===== config.mk =====
export PLATFORM = sky130hd
export DESIGN_NAME = tmcs_timer_sel
export DESIGN_NICKNAME = d
export VERILOG_FILES = /design/src/verilog/tmcs_pkg.sv /design/src/verilog/tmcs_src_sel.sv /design/src/verilog/tmcs_timer_sel.sv
export VERILOG_INCLUDE_DIRS = /design/src /design/src/verilog
export SDC_FILE = /design/constraint.sdc
export NUM_CORES = 1
export LEC_CHECK = 0
export ABC_AREA = 1
export BUFFER_PORTS_ARGS = -buffer_cell sky130_fd_sc_hd__buf_4
export CELL_PAD_IN_SITES_DETAIL_PLACEMENT = 0
export CELL_PAD_IN_SITES_GLOBAL_PLACEMENT = 2
export CORE_MARGIN = 5
export CORE_UTILIZATION = 33
export CTS_CLUSTER_DIAMETER = 60
export CTS_CLUSTER_SIZE = 20
export DETAILED_ROUTE_END_ITERATION = 8
export GPL_TIMING_DRIVEN = 0
export HOLD_SLACK_MARGIN = 0.06
export PLACE_DENSITY = 0.84
export SLEW_MARGIN = 20
export SYNTH_ARGS = -nofsm -noshare
export SYNTH_HDL_FRONTEND = slang
export SYNTH_SLANG_ARGS = --single-unit

===== constraint.sdc =====
create_clock -name i_sys_clk -period 3.3 [get_ports i_sys_clk]
set_input_delay 0.33 -clock i_sys_clk [delete_from_list [all_inputs] [get_ports i_sys_clk]]
set_output_delay 0.33 -clock i_sys_clk [all_outputs]
set_load 0.01 [all_outputs]

===== src/verilog/tmcs_map.svh =====
// Behaviour
// RL1: ch0/3/4 clear codes 000,100 off; 001 on reg A; 010 on reg B.
// RL2: ch0/3/4 clear code 101 on reg C event, 110 on reg D event.
// RL3: codes 011/111 clear on a synchronised channel's clear, sync bit set.
// RL4: reg C or D as buffer register never clears the counter.
// RL5: ch1/2 clear-select bit 7 reads 0, writes ignored.
// RL6: ch1/2 clear codes 00 off, 01 reg A, 10 reg B, 11 sync.
// RL7: ch0 clock 000 undivided, 100..111 external pins A..D.
// RL8: ch1 clock /1,/4,/16,/64, pin A, pin B, /256, ch2 overflow.
// RL9: ch1/2 phase counting ignores prescaler, counts phase inputs.
// RL10: ch2 clock /1,/4, pin A, pin B, pin C, /1024 (code 111).
// RL11: ch3/4 clock 001 /4, 010 /16, 011 /64, 101 /1024, pins A, B.
// RL12: edge field 00 rising, 01 falling, 1x both; ignored in phase mode.
// RL13: ch0 codes 001..011 take /4, /16, /64.
// RL14: ch3/4 code 000 undivided, code 100 /256.
`ifndef TMCS_MAP_SVH
`define TMCS_MAP_SVH
`define TMCS_REGION_CTRL 3'h0
`define TMCS_REGION_MODE 3'h1
`define TMCS_REGION_SYNC 3'h2
`define TMCS_REGION_COUNT 3'h3
`define TMCS_CLR_RESERVED_BIT 7
`define TMCS_MODE_BUFC_BIT 0
`define TMCS_MODE_BUFD_BIT 1
`define TMCS_MODE_PHASE_BIT 2
`define TMCS_CTRL_RST 8'h00
`define TMCS_MODE_RST 3'h0
`define TMCS_SYNC_RST 5'h00
`define TMCS_COUNT_RST 16'h0000
`define TMCS_COUNT_MAX 16'hffff
`define TMCS_DIV4_BIT 1
`define TMCS_DIV16_BIT 3
`define TMCS_DIV64_BIT 5
`define TMCS_DIV256_BIT 7
`define TMCS_DIV1024_BIT 9
`endif


===== src/verilog/tmcs_pkg.sv =====
package tmcs_pkg;
   typedef struct packed {
      logic [2:0] clr_sel;
      logic [1:0] edge_sel;
      logic [2:0] presc_sel;
   } tmcs_ctrl_t;
   typedef struct packed {
      logic phase;
      logic buf_d;
      logic buf_c;
   } tmcs_mode_t;
   typedef struct packed {
      logic a;
      logic b;
      logic c;
      logic d;
   } tmcs_match_t;
   typedef enum logic [3:0] {
      TMCS_SRC_NONE = 4'h0,
      TMCS_SRC_P1 = 4'h1,
      TMCS_SRC_D4 = 4'h2,
      TMCS_SRC_D16 = 4'h3,
      TMCS_SRC_D64 = 4'h4,
      TMCS_SRC_D256 = 4'h5,
      TMCS_SRC_D1024 = 4'h6,
      TMCS_SRC_PA = 4'h7,
      TMCS_SRC_PB = 4'h8,
      TMCS_SRC_PC = 4'h9,
      TMCS_SRC_PD = 4'ha,
      TMCS_SRC_OVF = 4'hb
   } tmcs_src_t;
   typedef enum logic [1:0] {
      TMCS_BUS_IDLE = 2'b01,
      TMCS_BUS_ACK = 2'b10
   } tmcs_bus_t;
endpackage


===== src/verilog/tmcs_src_sel.sv =====
`timescale 1ns/1ns
`include "tmcs_map.svh"
module tmcs_src_sel #(
   parameter int CH = 0
) (
   input wire logic i_sys_clk,
   input wire logic i_reset_n,
   input wire tmcs_pkg::tmcs_ctrl_t i_ctrl,
   input wire logic i_phase_mode,
   input wire logic i_phase_tick,
   input wire logic [9:0] i_presc,
   input wire logic [3:0] i_ext_lvl,
   input wire logic i_ovf,
   output logic o_tick
);
   function automatic tmcs_pkg::tmcs_src_t pick(input logic [2:0] c);
      tmcs_pkg::tmcs_src_t s;
      s = tmcs_pkg::TMCS_SRC_NONE;
      if (CH == 0) begin
         case (c)
            3'h0: s = tmcs_pkg::TMCS_SRC_P1; // [RL7]
            3'h1: s = tmcs_pkg::TMCS_SRC_D4; // [RL13]
            3'h2: s = tmcs_pkg::TMCS_SRC_D16; // [RL13]
            3'h3: s = tmcs_pkg::TMCS_SRC_D64; // [RL13]
            3'h4: s = tmcs_pkg::TMCS_SRC_PA; // [RL7]
            3'h5: s = tmcs_pkg::TMCS_SRC_PB; // [RL7]
            3'h6: s = tmcs_pkg::TMCS_SRC_PC; // [RL7]
            default: s = tmcs_pkg::TMCS_SRC_PD; // [RL7]
         endcase
      end else if (CH == 1) begin
         case (c)
            3'h0: s = tmcs_pkg::TMCS_SRC_P1; // [RL8]
            3'h1: s = tmcs_pkg::TMCS_SRC_D4; // [RL8]
            3'h2: s = tmcs_pkg::TMCS_SRC_D16; // [RL8]
            3'h3: s = tmcs_pkg::TMCS_SRC_D64; // [RL8]
            3'h4: s = tmcs_pkg::TMCS_SRC_PA; // [RL8]
            3'h5: s = tmcs_pkg::TMCS_SRC_PB; // [RL8]
            3'h6: s = tmcs_pkg::TMCS_SRC_D256; // [RL8]
            default: s = tmcs_pkg::TMCS_SRC_OVF; // [RL8]
         endcase
      end else if (CH == 2) begin
         // codes 010 and 011 have no source: counter stands still
         case (c)
            3'h0: s = tmcs_pkg::TMCS_SRC_P1; // [RL10]
            3'h1: s = tmcs_pkg::TMCS_SRC_D4; // [RL10]
            3'h4: s = tmcs_pkg::TMCS_SRC_PA; // [RL10]
            3'h5: s = tmcs_pkg::TMCS_SRC_PB; // [RL10]
            3'h6: s = tmcs_pkg::TMCS_SRC_PC; // [RL10]
            3'h7: s = tmcs_pkg::TMCS_SRC_D1024; // [RL10]
            default: s = tmcs_pkg::TMCS_SRC_NONE;
         endcase
      end else begin
         case (c)
            3'h0: s = tmcs_pkg::TMCS_SRC_P1; // [RL14]
            3'h1: s = tmcs_pkg::TMCS_SRC_D4; // [RL11]
            3'h2: s = tmcs_pkg::TMCS_SRC_D16; // [RL11]
            3'h3: s = tmcs_pkg::TMCS_SRC_D64; // [RL11]
            3'h4: s = tmcs_pkg::TMCS_SRC_D256; // [RL14]
            3'h5: s = tmcs_pkg::TMCS_SRC_D1024; // [RL11]
            3'h6: s = tmcs_pkg::TMCS_SRC_PA; // [RL11]
            default: s = tmcs_pkg::TMCS_SRC_PB; // [RL11]
         endcase
      end
      return s;
   endfunction

   tmcs_pkg::tmcs_src_t src;
   logic lvl;
   logic lvl_q;
   logic rise;
   logic fall;
   logic edge_tick;

   assign src = pick(i_ctrl.presc_sel);
   assign lvl =
      (src == tmcs_pkg::TMCS_SRC_D4) ? i_presc[`TMCS_DIV4_BIT] :
      (src == tmcs_pkg::TMCS_SRC_D16) ? i_presc[`TMCS_DIV16_BIT] :
      (src == tmcs_pkg::TMCS_SRC_D64) ? i_presc[`TMCS_DIV64_BIT] :
      (src == tmcs_pkg::TMCS_SRC_D256) ? i_presc[`TMCS_DIV256_BIT] :
      (src == tmcs_pkg::TMCS_SRC_D1024) ? i_presc[`TMCS_DIV1024_BIT] :
      (src == tmcs_pkg::TMCS_SRC_PA) ? i_ext_lvl[0] :
      (src == tmcs_pkg::TMCS_SRC_PB) ? i_ext_lvl[1] :
      (src == tmcs_pkg::TMCS_SRC_PC) ? i_ext_lvl[2] :
      (src == tmcs_pkg::TMCS_SRC_PD) ? i_ext_lvl[3] : 1'b0;

   always_ff @(posedge i_sys_clk) begin
      if (!i_reset_n) begin
         lvl_q <= 1'b0;
      end else begin
         lvl_q <= lvl;
      end
   end

   assign rise = lvl & ~lvl_q;
   assign fall = ~lvl & lvl_q;
   // a source change may yield one stray edge; change only when stopped
   assign edge_tick = i_ctrl.edge_sel[1] ? (rise | fall) : // [RL12]
                      i_ctrl.edge_sel[0] ? fall : rise; // [RL12]

   // undivided clock and overflow have no edge to choose
   assign o_tick =
      i_phase_mode ? i_phase_tick : // [RL9]
      (src == tmcs_pkg::TMCS_SRC_P1) ? 1'b1 :
      (src == tmcs_pkg::TMCS_SRC_OVF) ? i_ovf :
      (src == tmcs_pkg::TMCS_SRC_NONE) ? 1'b0 : edge_tick;
endmodule


===== src/verilog/tmcs_timer_sel.sv =====
`timescale 1ns/1ns
`include "tmcs_map.svh"
module tmcs_timer_sel (
   input wire logic i_sys_clk,
   input wire logic i_reset_n,
   input wire logic [7:0] i_avs_address,
   input wire logic i_avs_read,
   input wire logic i_avs_write,
   input wire logic [31:0] i_avs_writedata,
   input wire logic [3:0] i_avs_byteenable,
   output logic [31:0] o_avs_readdata,
   output logic o_avs_waitrequest,
   input wire logic [3:0] i_ext_clock_pin,
   input wire tmcs_pkg::tmcs_match_t [4:0] i_match,
   input wire logic [1:0] i_phase_tick,
   output logic [4:0] o_count_tick,
   output logic [4:0] o_count_clear,
   output logic o_channel2_overflow
);

   ////////////////////////////////////////////////////////////////////
   // register bus

   tmcs_pkg::tmcs_bus_t bus_q;
   tmcs_pkg::tmcs_bus_t bus_d;
   logic req;
   logic wr_go;
   logic [2:0] region;
   logic [2:0] chan;
   logic chan_ok;
   logic [31:0] rd_word;
   logic [31:0] rdata_q;

   assign req = i_avs_read | i_avs_write;
   assign region = i_avs_address[7:5];
   assign chan = i_avs_address[4:2];
   assign chan_ok = chan < 3'h5;

   always_comb begin
      bus_d = bus_q;
      case (bus_q)
         tmcs_pkg::TMCS_BUS_IDLE: begin
            if (req) begin
               bus_d = tmcs_pkg::TMCS_BUS_ACK;
            end
         end
         tmcs_pkg::TMCS_BUS_ACK: begin
            bus_d = tmcs_pkg::TMCS_BUS_IDLE;
         end
         default: begin
            bus_d = tmcs_pkg::TMCS_BUS_IDLE;
         end
      endcase
   end

   always_ff @(posedge i_sys_clk) begin
      if (!i_reset_n) begin
         bus_q <= tmcs_pkg::TMCS_BUS_IDLE;
      end else begin
         bus_q <= bus_d;
      end
   end

   // one wait state lets read data come from a flop
   assign o_avs_waitrequest = req & (bus_q != tmcs_pkg::TMCS_BUS_ACK);
   assign wr_go = i_avs_write & (bus_q == tmcs_pkg::TMCS_BUS_ACK)
                  & i_avs_byteenable[0];

   ////////////////////////////////////////////////////////////////////
   // pin synchroniser and shared prescaler

   logic [3:0] ext_s1_q;
   logic [3:0] ext_s2_q;
   logic [9:0] presc_q;

   always_ff @(posedge i_sys_clk) begin
      if (!i_reset_n) begin
         ext_s1_q <= 4'h0;
         ext_s2_q <= 4'h0;
         presc_q <= 10'h000;
      end else begin
         ext_s1_q <= i_ext_clock_pin;
         ext_s2_q <= ext_s1_q;
         presc_q <= presc_q + 10'h001;
      end
   end

   ////////////////////////////////////////////////////////////////////
   // sync operation register

   logic [4:0] sync_q;
   logic sync_wr;

   assign sync_wr = wr_go & (region == `TMCS_REGION_SYNC)
                    & (chan == 3'h0);

   always_ff @(posedge i_sys_clk) begin
      if (!i_reset_n) begin
         sync_q <= `TMCS_SYNC_RST;
      end else if (sync_wr) begin
         sync_q <= i_avs_writedata[4:0];
      end
   end

   ////////////////////////////////////////////////////////////////////
   // per-channel control, selection and count

   tmcs_pkg::tmcs_ctrl_t [4:0] ctrl_q;
   tmcs_pkg::tmcs_mode_t [4:0] mode_q;
   logic [4:0][15:0] count_q;
   logic [4:0] tick;
   logic [4:0] clr_src;
   logic [4:0] clr_sync;
   logic [4:0] clr;
   logic [4:0] tick_q;
   logic [4:0] clr_q;
   logic ovf2;
   logic ovf2_q;

   // only ch2 overflow is flagged; underflow needs the up/down datapath
   assign ovf2 = tick[2] & ~clr[2] & (count_q[2] == `TMCS_COUNT_MAX);

   genvar ch;
   generate
      for (ch = 0; ch < 5; ch++) begin : g_ch
         localparam bit NARROW = (ch == 1) || (ch == 2);
         logic ctrl_wr;
         logic mode_wr;
         logic [2:0] code;
         logic [4:0] others;
         tmcs_pkg::tmcs_ctrl_t ctrl_d;
         tmcs_pkg::tmcs_mode_t mode_d;

         assign ctrl_wr = wr_go & (region == `TMCS_REGION_CTRL)
                          & (chan == 3'(ch));
         assign mode_wr = wr_go & (region == `TMCS_REGION_MODE)
                          & (chan == 3'(ch));
         assign ctrl_d = NARROW ?
            {1'b0, i_avs_writedata[6:0]} : // [RL5]
            i_avs_writedata[7:0];
         // buffer bits exist only on ch0/3/4, phase mode only on ch1/2
         assign mode_d.buf_c = NARROW ? 1'b0 :
            i_avs_writedata[`TMCS_MODE_BUFC_BIT];
         assign mode_d.buf_d = NARROW ? 1'b0 :
            i_avs_writedata[`TMCS_MODE_BUFD_BIT];
         assign mode_d.phase = NARROW ?
            i_avs_writedata[`TMCS_MODE_PHASE_BIT] : 1'b0;

         always_ff @(posedge i_sys_clk) begin
            if (!i_reset_n) begin
               ctrl_q[ch] <= `TMCS_CTRL_RST;
            end else if (ctrl_wr) begin
               ctrl_q[ch] <= ctrl_d;
            end
         end

         always_ff @(posedge i_sys_clk) begin
            if (!i_reset_n) begin
               mode_q[ch] <= `TMCS_MODE_RST;
            end else if (mode_wr) begin
               mode_q[ch] <= mode_d;
            end
         end

         tmcs_src_sel #(
            .CH(ch)
         ) u_src (
            .i_sys_clk(i_sys_clk),
            .i_reset_n(i_reset_n),
            .i_ctrl(ctrl_q[ch]),
            .i_phase_mode(mode_q[ch].phase),
            .i_phase_tick(NARROW ? i_phase_tick[ch == 2] : 1'b0),
            .i_presc(presc_q),
            .i_ext_lvl(ext_s2_q),
            .i_ovf((ch == 1) ? ovf2 : 1'b0),
            .o_tick(tick[ch])
         );

         // bit 7 stored as 0 on ch1/2, so codes fold onto 00..11
         assign code = ctrl_q[ch].clr_sel;
         assign clr_src[ch] =
            (code == 3'h1) ? i_match[ch].a : // [RL1] [RL6]
            (code == 3'h2) ? i_match[ch].b : // [RL1] [RL6]
            (code == 3'h5) ? i_match[ch].c & ~mode_q[ch].buf_c : // [RL2] [RL4]
            (code == 3'h6) ? i_match[ch].d & ~mode_q[ch].buf_d : // [RL2] [RL4]
            1'b0; // [RL1]

         // sync clears come only from match clears, which avoids a loop
         assign others = clr_src & sync_q & ~(5'h01 << ch);
         assign clr_sync[ch] = (code[1:0] == 2'h3) & sync_q[ch]
                               & (|others); // [RL3] [RL6]
         assign clr[ch] = clr_src[ch] | clr_sync[ch];

         always_ff @(posedge i_sys_clk) begin
            if (!i_reset_n) begin
               count_q[ch] <= `TMCS_COUNT_RST;
            end else if (clr[ch]) begin
               count_q[ch] <= `TMCS_COUNT_RST;
            end else if (tick[ch]) begin
               count_q[ch] <= count_q[ch] + 16'h0001;
            end
         end
      end
   endgenerate

   always_ff @(posedge i_sys_clk) begin
      if (!i_reset_n) begin
         tick_q <= 5'h00;
         clr_q <= 5'h00;
         ovf2_q <= 1'b0;
      end else begin
         tick_q <= tick;
         clr_q <= clr;
         ovf2_q <= ovf2;
      end
   end

   assign o_count_tick = tick_q;
   assign o_count_clear = clr_q;
   assign o_channel2_overflow = ovf2_q;

   ////////////////////////////////////////////////////////////////////
   // read data

   logic rd_ctrl;
   logic rd_mode;
   logic rd_sync;
   logic rd_count;
   logic [7:0] ctrl_rd;
   logic [2:0] mode_rd;
   logic [15:0] count_rd;

   assign rd_ctrl = (region == `TMCS_REGION_CTRL) & chan_ok;
   assign rd_mode = (region == `TMCS_REGION_MODE) & chan_ok;
   assign rd_sync = (region == `TMCS_REGION_SYNC) & (chan == 3'h0);
   assign rd_count = (region == `TMCS_REGION_COUNT) & chan_ok;
   assign ctrl_rd = chan_ok ? ctrl_q[chan] : 8'h00;
   assign mode_rd = chan_ok ? mode_q[chan] : 3'h0;
   assign count_rd = chan_ok ? count_q[chan] : 16'h0000;

   // unmapped addresses read zero and ignore writes
   assign rd_word =
      rd_ctrl ? {24'h00_0000, ctrl_rd} :
      rd_mode ? {29'h0000_0000, mode_rd} :
      rd_sync ? {27'h000_0000, sync_q} :
      rd_count ? {16'h0000, count_rd} : 32'h0000_0000;

   always_ff @(posedge i_sys_clk) begin
      if (!i_reset_n) begin
         rdata_q <= 32'h0000_0000;
      end else if (i_avs_read & (bus_q == tmcs_pkg::TMCS_BUS_IDLE)) begin
         rdata_q <= rd_word;
      end
   end

   assign o_avs_readdata = rdata_q;
endmodule


==> flow_summary.yaml, run 1 <==
status:
  outcome: "complete, no violations"
synthesis:
  synth_cell_types: 54
  syn_area_um2: 9465
  synth_top_cells_by_area: "dfxtp_1, nand2_1, inv_1"
  ys.flop_type: "dfxtp_1"
  synthArstFlopShare_pct: 0
  synth_edf_count: 0
  synth-seq-cells: 183
  synth_top_cell_area_share_pct: 38.70
  yosys.area.top_type: "dfxtp_1"
  ys_seq_area_share_pct: 38.70
  syn_avg_cell_area_um2: 7.253
  postSynthCellCount: 1305
  yosys_warnings: 0
layout:
  antennaDiodeCount: 0
  stdcell_count: 1806
  final_util_pct: 39.03
  drive_above_1_share_pct: 13.85
  nets: 1499
  register_area_um2: 3664
  finalInstanceArea_um2: 11140
  multi_input_area_um2: 4870
  syn_to_final_growth_pct: 17.70
  nFillCells: 3093
sta:
  setup_tns_ns: 0
  hold_violations: 0
  max_slew_margin_pct: 29.35
  worst_pin_slew_ns: 1.052
  setup_viol: 0
  whs_ns: 0.2255
  worst_clock_skew_ns: 0.02755
  slew_violations: 0
  fmax_ghz: 0.3482
  period_share_pct: 87.04
  min_period_ns: 2.872
  rsz0062_at_grt: "false"
route:
  route.detailed.wl_per_inst_um: 17.40
  wl_mm: 31.43
  drc: 0
  vias: 8929
  antenna_left: 0
  drtIter0Drc: 733
  first_pass_iters: 6
  drt-vias-per-instance: 4.944
place:
  place_congestion: 0.8678
  place_area_um2: 10500
  dp_hpwl_mm: 24.25
  dp_cells: 1770
  portBuffers: 66
critical_path:
  end_kind: "flip-flop"
  cp-start-kind: "flip-flop"
  critPathRequiredTime_ns: 3.65
  ff2ff_path_depth: 20
  critPathKind: "flip-flop to flip-flop"
  r2r-end: "count_q[79]"
  reg2reg_slack_ns: 0.43
  cp_data_arrival_time_ns: 3.22
  worst_r2r_startpoint: "ctrl_q[33]"
  cp_max_fo: 7
power:
  seqPwrFrac_pct: 48.0
  combPwrFrac_pct: 7.6
  irDropWorstVdd_mv: 0.3580
  p_switching_mw: 1.339
  swShare_pct: 28.24
  p_int_mw: 3.403
  power_leakage_nw: 4.214
  power.density_nw_per_um2: 425.7
  power_frac_clock_pct: 44.4
floorplanning:
  die_h_um: 179.4
  die_w_um: 179.4
  core_um2: 28550
  rows: 62
  start_util_pct: 33.16
  io_pins: 118
  die-area_um2: 32170
global_route:
  grt_pass1_wl_mm: 48.43
  grt_use_total_pct: 19.68
  antenna_found_initial: 0
  overflow: 0
  grt_pass1_vias: 8429
  grt_max_degree: 21
clock_network:
  clock_sink_count: 183
  htree_levels: 4
  cts_tree: "yes"
  clk_latency_ns: 0.46
  cts-root-buf: "clkbuf_16"
  cts_buffers: 17
  clkSlewWorstSetupHoldPaths_ns: 0.09
  clockBufferDepth: 2
  cts_resized: 0
run:
  maxCapViolations: 0
worst_hold_path:
  whs_path_depth: 3
  min_to: "sync_q[4]"
  worst_hold_path_type: "primary input to flip-flop"
  hold_start: "i_avs_writedata[4]"
-- power by group through the flow --
stage	Clock (mW)	Combinational (mW)	Sequential [mW]
3_3_place_gp	0	0.353	2.33
2_1_floorplan	0	0.191	2.32
6_report	2.11	0.360	2.28
3_5_place_dp	0	0.354	2.33
4_1_cts	2.16	0.359	2.28
5_1_grt	2.23	0.396	2.28
-- cell usage after synthesis, types with 8 or more instances --
| library cell | count |
|---|---|
| nand2_1 | 208 |
| dfxtp_1 | 183 |
| inv_1 | 166 |
| nor2_1 | 117 |
| o21ai_0 | 116 |
| a21oi_1 | 109 |
| nand3_1 | 76 |
| xor2_1 | 37 |
| nor3_1 | 28 |
| o22ai_1 | 27 |
| nand4_1 | 24 |
| clkbuf_1 | 23 |
| buf_4 | 21 |
| nand2_2 | 17 |
| ha_1 | 16 |
| xnor2_1 | 11 |
| a21oi_2 | 10 |
| a22oi_1 | 10 |
| inv_2 | 8 |
| nor2_2 | 8 |
| o211ai_1 | 8 |
-- critical path, cell delays in order (launching register included) --
cell and delay [ns]:
dfxtp_1 0.34, inv_1 0.17, nor2_1 0.06, nand3_1 0.06, o311ai_0 0.13, nor4_1 0.17
and2_1 0.22, inv_1 0.06, ha_1 0.26, nor2_1 0.12, a31oi_1 0.06, nand2_2 0.18
nand2_1 0.11, nor2_2 0.15, nand3_1 0.12, nor2_2 0.19, nand2_2 0.10, nor2_1 0.10
nand2_1 0.05, nand2_1 0.06, nor2_1 0.03
-- worst max-delay path by stage --
stage,start,end,slack (ns),depth (start not counted)
6_report,ctrl_q[33],count_q[79],0.43,20
2_1_floorplan,ctrl_q[33],count_q[79],0.91,20
5_1_grt,ctrl_q[33],count_q[79],0.09,20
3_3_place_gp,ctrl_q[33],count_q[79],0.43,20
3_5_place_dp,ext_s2_q[0],count_q[21],0.46,19
4_1_cts,ctrl_q[33],count_q[79],0.44,20
-- per-layer routing --
layer | routed length (um) | part of all wire, % | GRT usage, %
met4 | 480 | 1.5 | 4.507
met2 | 13950 | 44 | 30.75
met5 | 0 | 0 | 0
met3 | 1633 | 5.2 | 4.301
met1 | 15360 | 49 | 27.91
-- sequential cells by signal, summed over array words and instances, names as in the netlist --
| name | cells |
|---|---|
| o_avs_readdata | 16 |
| sync_q | 5 |
| g_ch.u_src.lvl_q | 5 |
| mode_q | 8 |
| bus_q | 2 |
| g_ch.code | 13 |
| o_count_tick | 5 |
| ctrl_q | 25 |
| count_q | 80 |
| o_channel2_overflow | 1 |
| o_count_clear | 5 |
| presc_q | 10 |
| ext_s1_q | 4 |
| ext_s2_q | 4 |
-- cell type report --
cell class	count	area share [%]
clock inverters	14	1.561
repair buffers	70	4.807
inverters	174	5.863
clock buffers	18	3.852
plain buffers	55	3.010
flip-flops and latches	183	32.88
multi-input cells	908	43.71
well taps	384	4.313
-- logic make-up (layout without fill, tap and decap cells) --
group,after synthesis,after routing,share of synthesized area (%)
and+or+nand+nor,517,517,25.56
buffers and inverters,229,331,10.44
DFF,183,183,38.70
other,1,16,0.03962
AOI/OAI and AO/OA,311,311,18.69
xor gates and xnor gates,48,48,4.441
adders and majority gates,16,16,2.115
-- cell usage in the layout, fill, tap and decap left out, drive strengths merged, types with 6 or more instances in the layout --
| cell type | n |
|---|---|
| o221ai | 6 |
| conb | 16 |
| nand3 | 80 |
| nand2 | 228 |
| clkbuf | 42 |
| o22ai | 27 |
| nor3 | 34 |
| a22oi | 10 |
| clkinv | 6 |
| dfxtp | 183 |
| o21ai | 122 |
| nor2 | 127 |
| nand4 | 26 |
| o211ai | 8 |
| nor4 | 7 |
| xnor2 | 11 |
| ha | 16 |
| xor2 | 37 |
| nor3b | 7 |
| buf | 97 |
| a21oi | 119 |
| inv | 181 |
-- per-stage QoR --
step / power [mW] / worst slack, ns
global route: 4.912 / 0.09323
finish: 4.743 / 0.4278
CTS: 4.794 / 0.4363
floorplan: 2.514 / 0.9051
global placement: 2.680 / 0.4280
detailed placement: 2.682 / 0.4561
-- what timing repair did --
action,4_1_cts,5_1_grt
setup buffers,0,0
hold buffers,4,0
endpoints found under the hold margin,4,0
Note: power is estimated with default switching activity, not from simulation.
==> run 2, diff against run 1 <==
--- a/config.mk
+++ b/config.mk
@@ -11,14 +11,16 @@
 export CELL_PAD_IN_SITES_DETAIL_PLACEMENT = 0
 export CELL_PAD_IN_SITES_GLOBAL_PLACEMENT = 2
 export CORE_MARGIN = 5
-export CORE_UTILIZATION = 33
+export CORE_UTILIZATION = 32
 export CTS_CLUSTER_DIAMETER = 60
 export CTS_CLUSTER_SIZE = 20
 export DETAILED_ROUTE_END_ITERATION = 8
 export GPL_TIMING_DRIVEN = 0
 export HOLD_SLACK_MARGIN = 0.06
-export PLACE_DENSITY = 0.84
+export PLACE_DENSITY = 0.83
+export RECOVER_POWER = 100
 export SLEW_MARGIN = 20
 export SYNTH_ARGS = -nofsm -noshare
 export SYNTH_HDL_FRONTEND = slang
+export SYNTH_HIERARCHICAL = 1
 export SYNTH_SLANG_ARGS = --single-unit
==> flow_summary.yaml, run 2 <==
status:
  outcome: "complete, but fails checks"
  violations: "negative setup slack"
sta:
  max_slew_margin_pct: 47.48
  setup_viol: 17
  rsz0062_at_grt: "true"
  period_share_pct: 120.8
  worst_clock_skew_ns: 0.01040
  worst_pin_slew_ns: 0.7820
  setup_tns_ns: -8.677
  slew_violations: 0
  min_period_ns: 3.986
  fmax_ghz: 0.2509
  hold_violations: 0
  setup_slack_ns: -0.6864
  whs_ns: 0.07544
critical_path:
  critPathMostFrequentCell: "nor2_4"
  cp_num_buf_inv: 5
  cp_slowest_cell: "dfxtp_4"
  critPathRequiredTime_ns: 3.68
  critPathKind: "flip-flop to flip-flop"
  max_stage_delay_ns: 0.37
  cp-start-kind: "flip-flop"
  path_delay_family: "simple AND/OR/NAND/NOR gates"
  cp_data_arrival_time_ns: 4.37
  end_kind: "flip-flop"
  cp-startpoint: "ctrl_q[18]"
  cp_max_fo: 4
  worst_r2r_startpoint: "ctrl_q[18]"
floorplanning:
  die_w_um: 182.9
  die_h_um: 182.9
  core_um2: 29560
  start_util_pct: 32.35
  rows: 63
  die-area_um2: 33440
  io_pins: 118
synthesis:
  ys_seq_area_share_pct: 38.31
  syn_avg_cell_area_um2: 6.787
  syn_area_um2: 9563
  synth_cell_types: 40
  yosys_warnings: 6
  yosys.area.top_type: "dfxtp_1"
  synth_top_cell_area_share_pct: 38.31
  synth_most_common_cell: "nand2_1"
  synth_commonest_cells: "nand2_1, inv_1, dfxtp_1"
  ys.flop_type: "dfxtp_1"
  postSynthCellCount: 1409
  synth-seq-cells: 183
  synth_edf_count: 0
  synthArstFlopShare_pct: 0
  synth_top_cells_by_area: "dfxtp_1, nand2_1, inv_1"
worst_hold_path:
  worst_hold_path_type: "primary input to flip-flop"
  hold_start: "i_ext_clock_pin[2]"
route:
  drt-vias-per-instance: 4.640
  vias: 9024
  route.detailed.wl_per_inst_um: 16.01
  first_pass_iters: 7
  drc: 0
  antenna_left: 0
  wl_mm: 31.14
  drtIter0Drc: 536
place:
  place_area_um2: 10690
  dp_hpwl_mm: 23.92
  pre_cts_slack_ns: -1.316
  dp_cells: 1884
  portBuffers: 63
  place_congestion: 0.8982
clock_network:
  cts_buffers: 17
  clkSlewWorstSetupHoldPaths_ns: 0.07
  cts-root-buf: "clkbuf_16"
  clock_sink_count: 183
  clk_latency_ns: 0.44
  htree_levels: 4
  cts_tree: "yes"
  hold_buffers: 0
  clockBufferDepth: 2
global_route:
  grt_pass1_wl_mm: 48.38
  grt_pass1_vias: 8787
  overflow: 0
  grt_max_degree: 17
  grt_use_total_pct: 18.63
  antenna_found_initial: 0
layout:
  layout_common_cells: "nand2_1, inv_1, dfxtp_1"
  drive_above_1_share_pct: 12.81
  largest-register: "count_q"
  stdcell_count: 1945
  finalInstanceArea_um2: 11560
  final_util_pct: 39.09
  largest_reg_flops: 80
  nets: 1631
  final_common_cell: "nand2_1"
  syn_to_final_growth_pct: 20.84
power:
  irDropWorstVdd_mv: 0.3100
  power_leakage_nw: 4.538
  power.density_nw_per_um2: 418.2
  finalPower_mw: 4.832
run:
  maxCapViolations: 0
run 2: cell types whose count changed after synthesis, sizes merged, moves of 8 or more:
cell / before / now
a21oi: 119 / 88
xor2: 37 / 59
nor2: 127 / 179
nand4: 26 / 14
nand3: 80 / 91
o21ai: 122 / 90
nand2: 228 / 328
inv: 174 / 211
a22oi: 10 / 2
run 2: final timing paths:
kind                               endpoint  slack [ns]  cells past startpoint
worst max-delay path            count_q[29]       -0.69                     34
worst min-delay path            ext_s1_q[2]        0.08                      3
worst max register to register  count_q[29]       -0.69                     34
worst min register to register  ext_s2_q[0]        0.42                      2
run 2: report_power, final:
group / internal, mW / total [mW] / switching [mW]
Clock: 1.20 / 2.17 / 0.973
Sequential: 2.25 / 2.29 / 0.0401
Combinational: 0.126 / 0.372 / 0.245
run 2: cell type report:
type / count / area [um2]
Buffer: 56 / 296.5
Sequential cell: 183 / 3684
Multi-Input combinational cell: 979 / 5066
Fill cell: 3206 / 18000
Clock buffer: 18 / 429.2
Clock inverter: 14 / 172.7
Antenna cell: 1 / 2.502
Inverter: 213 / 802.0
Timing Repair Buffer: 91 / 615.6
Tap cell: 390 / 488.0
run 2: timing repair:
action / CTS / global route
buffers inserted: 16 / 12
pin swaps: 23 / 11
gates resized for setup: 22 / 23
endpoints found under the setup margin: 23 / 25
run 2: cell families (layout without fill, tap and decap cells):
group           count (synthesis)  after routing  synth area share (%)
simple gates                  648            648                 28.84
buf+inv                       269            392                 11.54
compound gates                216            216                 12.15
flops                         183            183                 38.31
xor+xnor                       71             71                 6.503
fa+ha+maj                      16             16                 2.093
mux                             5              5                0.5234
other cells                     1             24               0.03921
run 2: per-layer routing:
layer / global-route usage (%) / up-vias / wire (um)
met4: 5.870 / 0 / 689
met1: 24.37 / 4134 / 14450
met5: 0 / - / 0
met3: 2.935 / 31 / 1135
li1: - / 4681 / -
met2: 31.68 / 178 / 14860
run 2: worst min-delay path, delay by kind of cell:
| family | cells | cell delay (ns) |
|---|---|---|
| AND/OR/NAND/NOR | 1 | 0.04 |
| buffers and inverters | 2 | 0.12 |
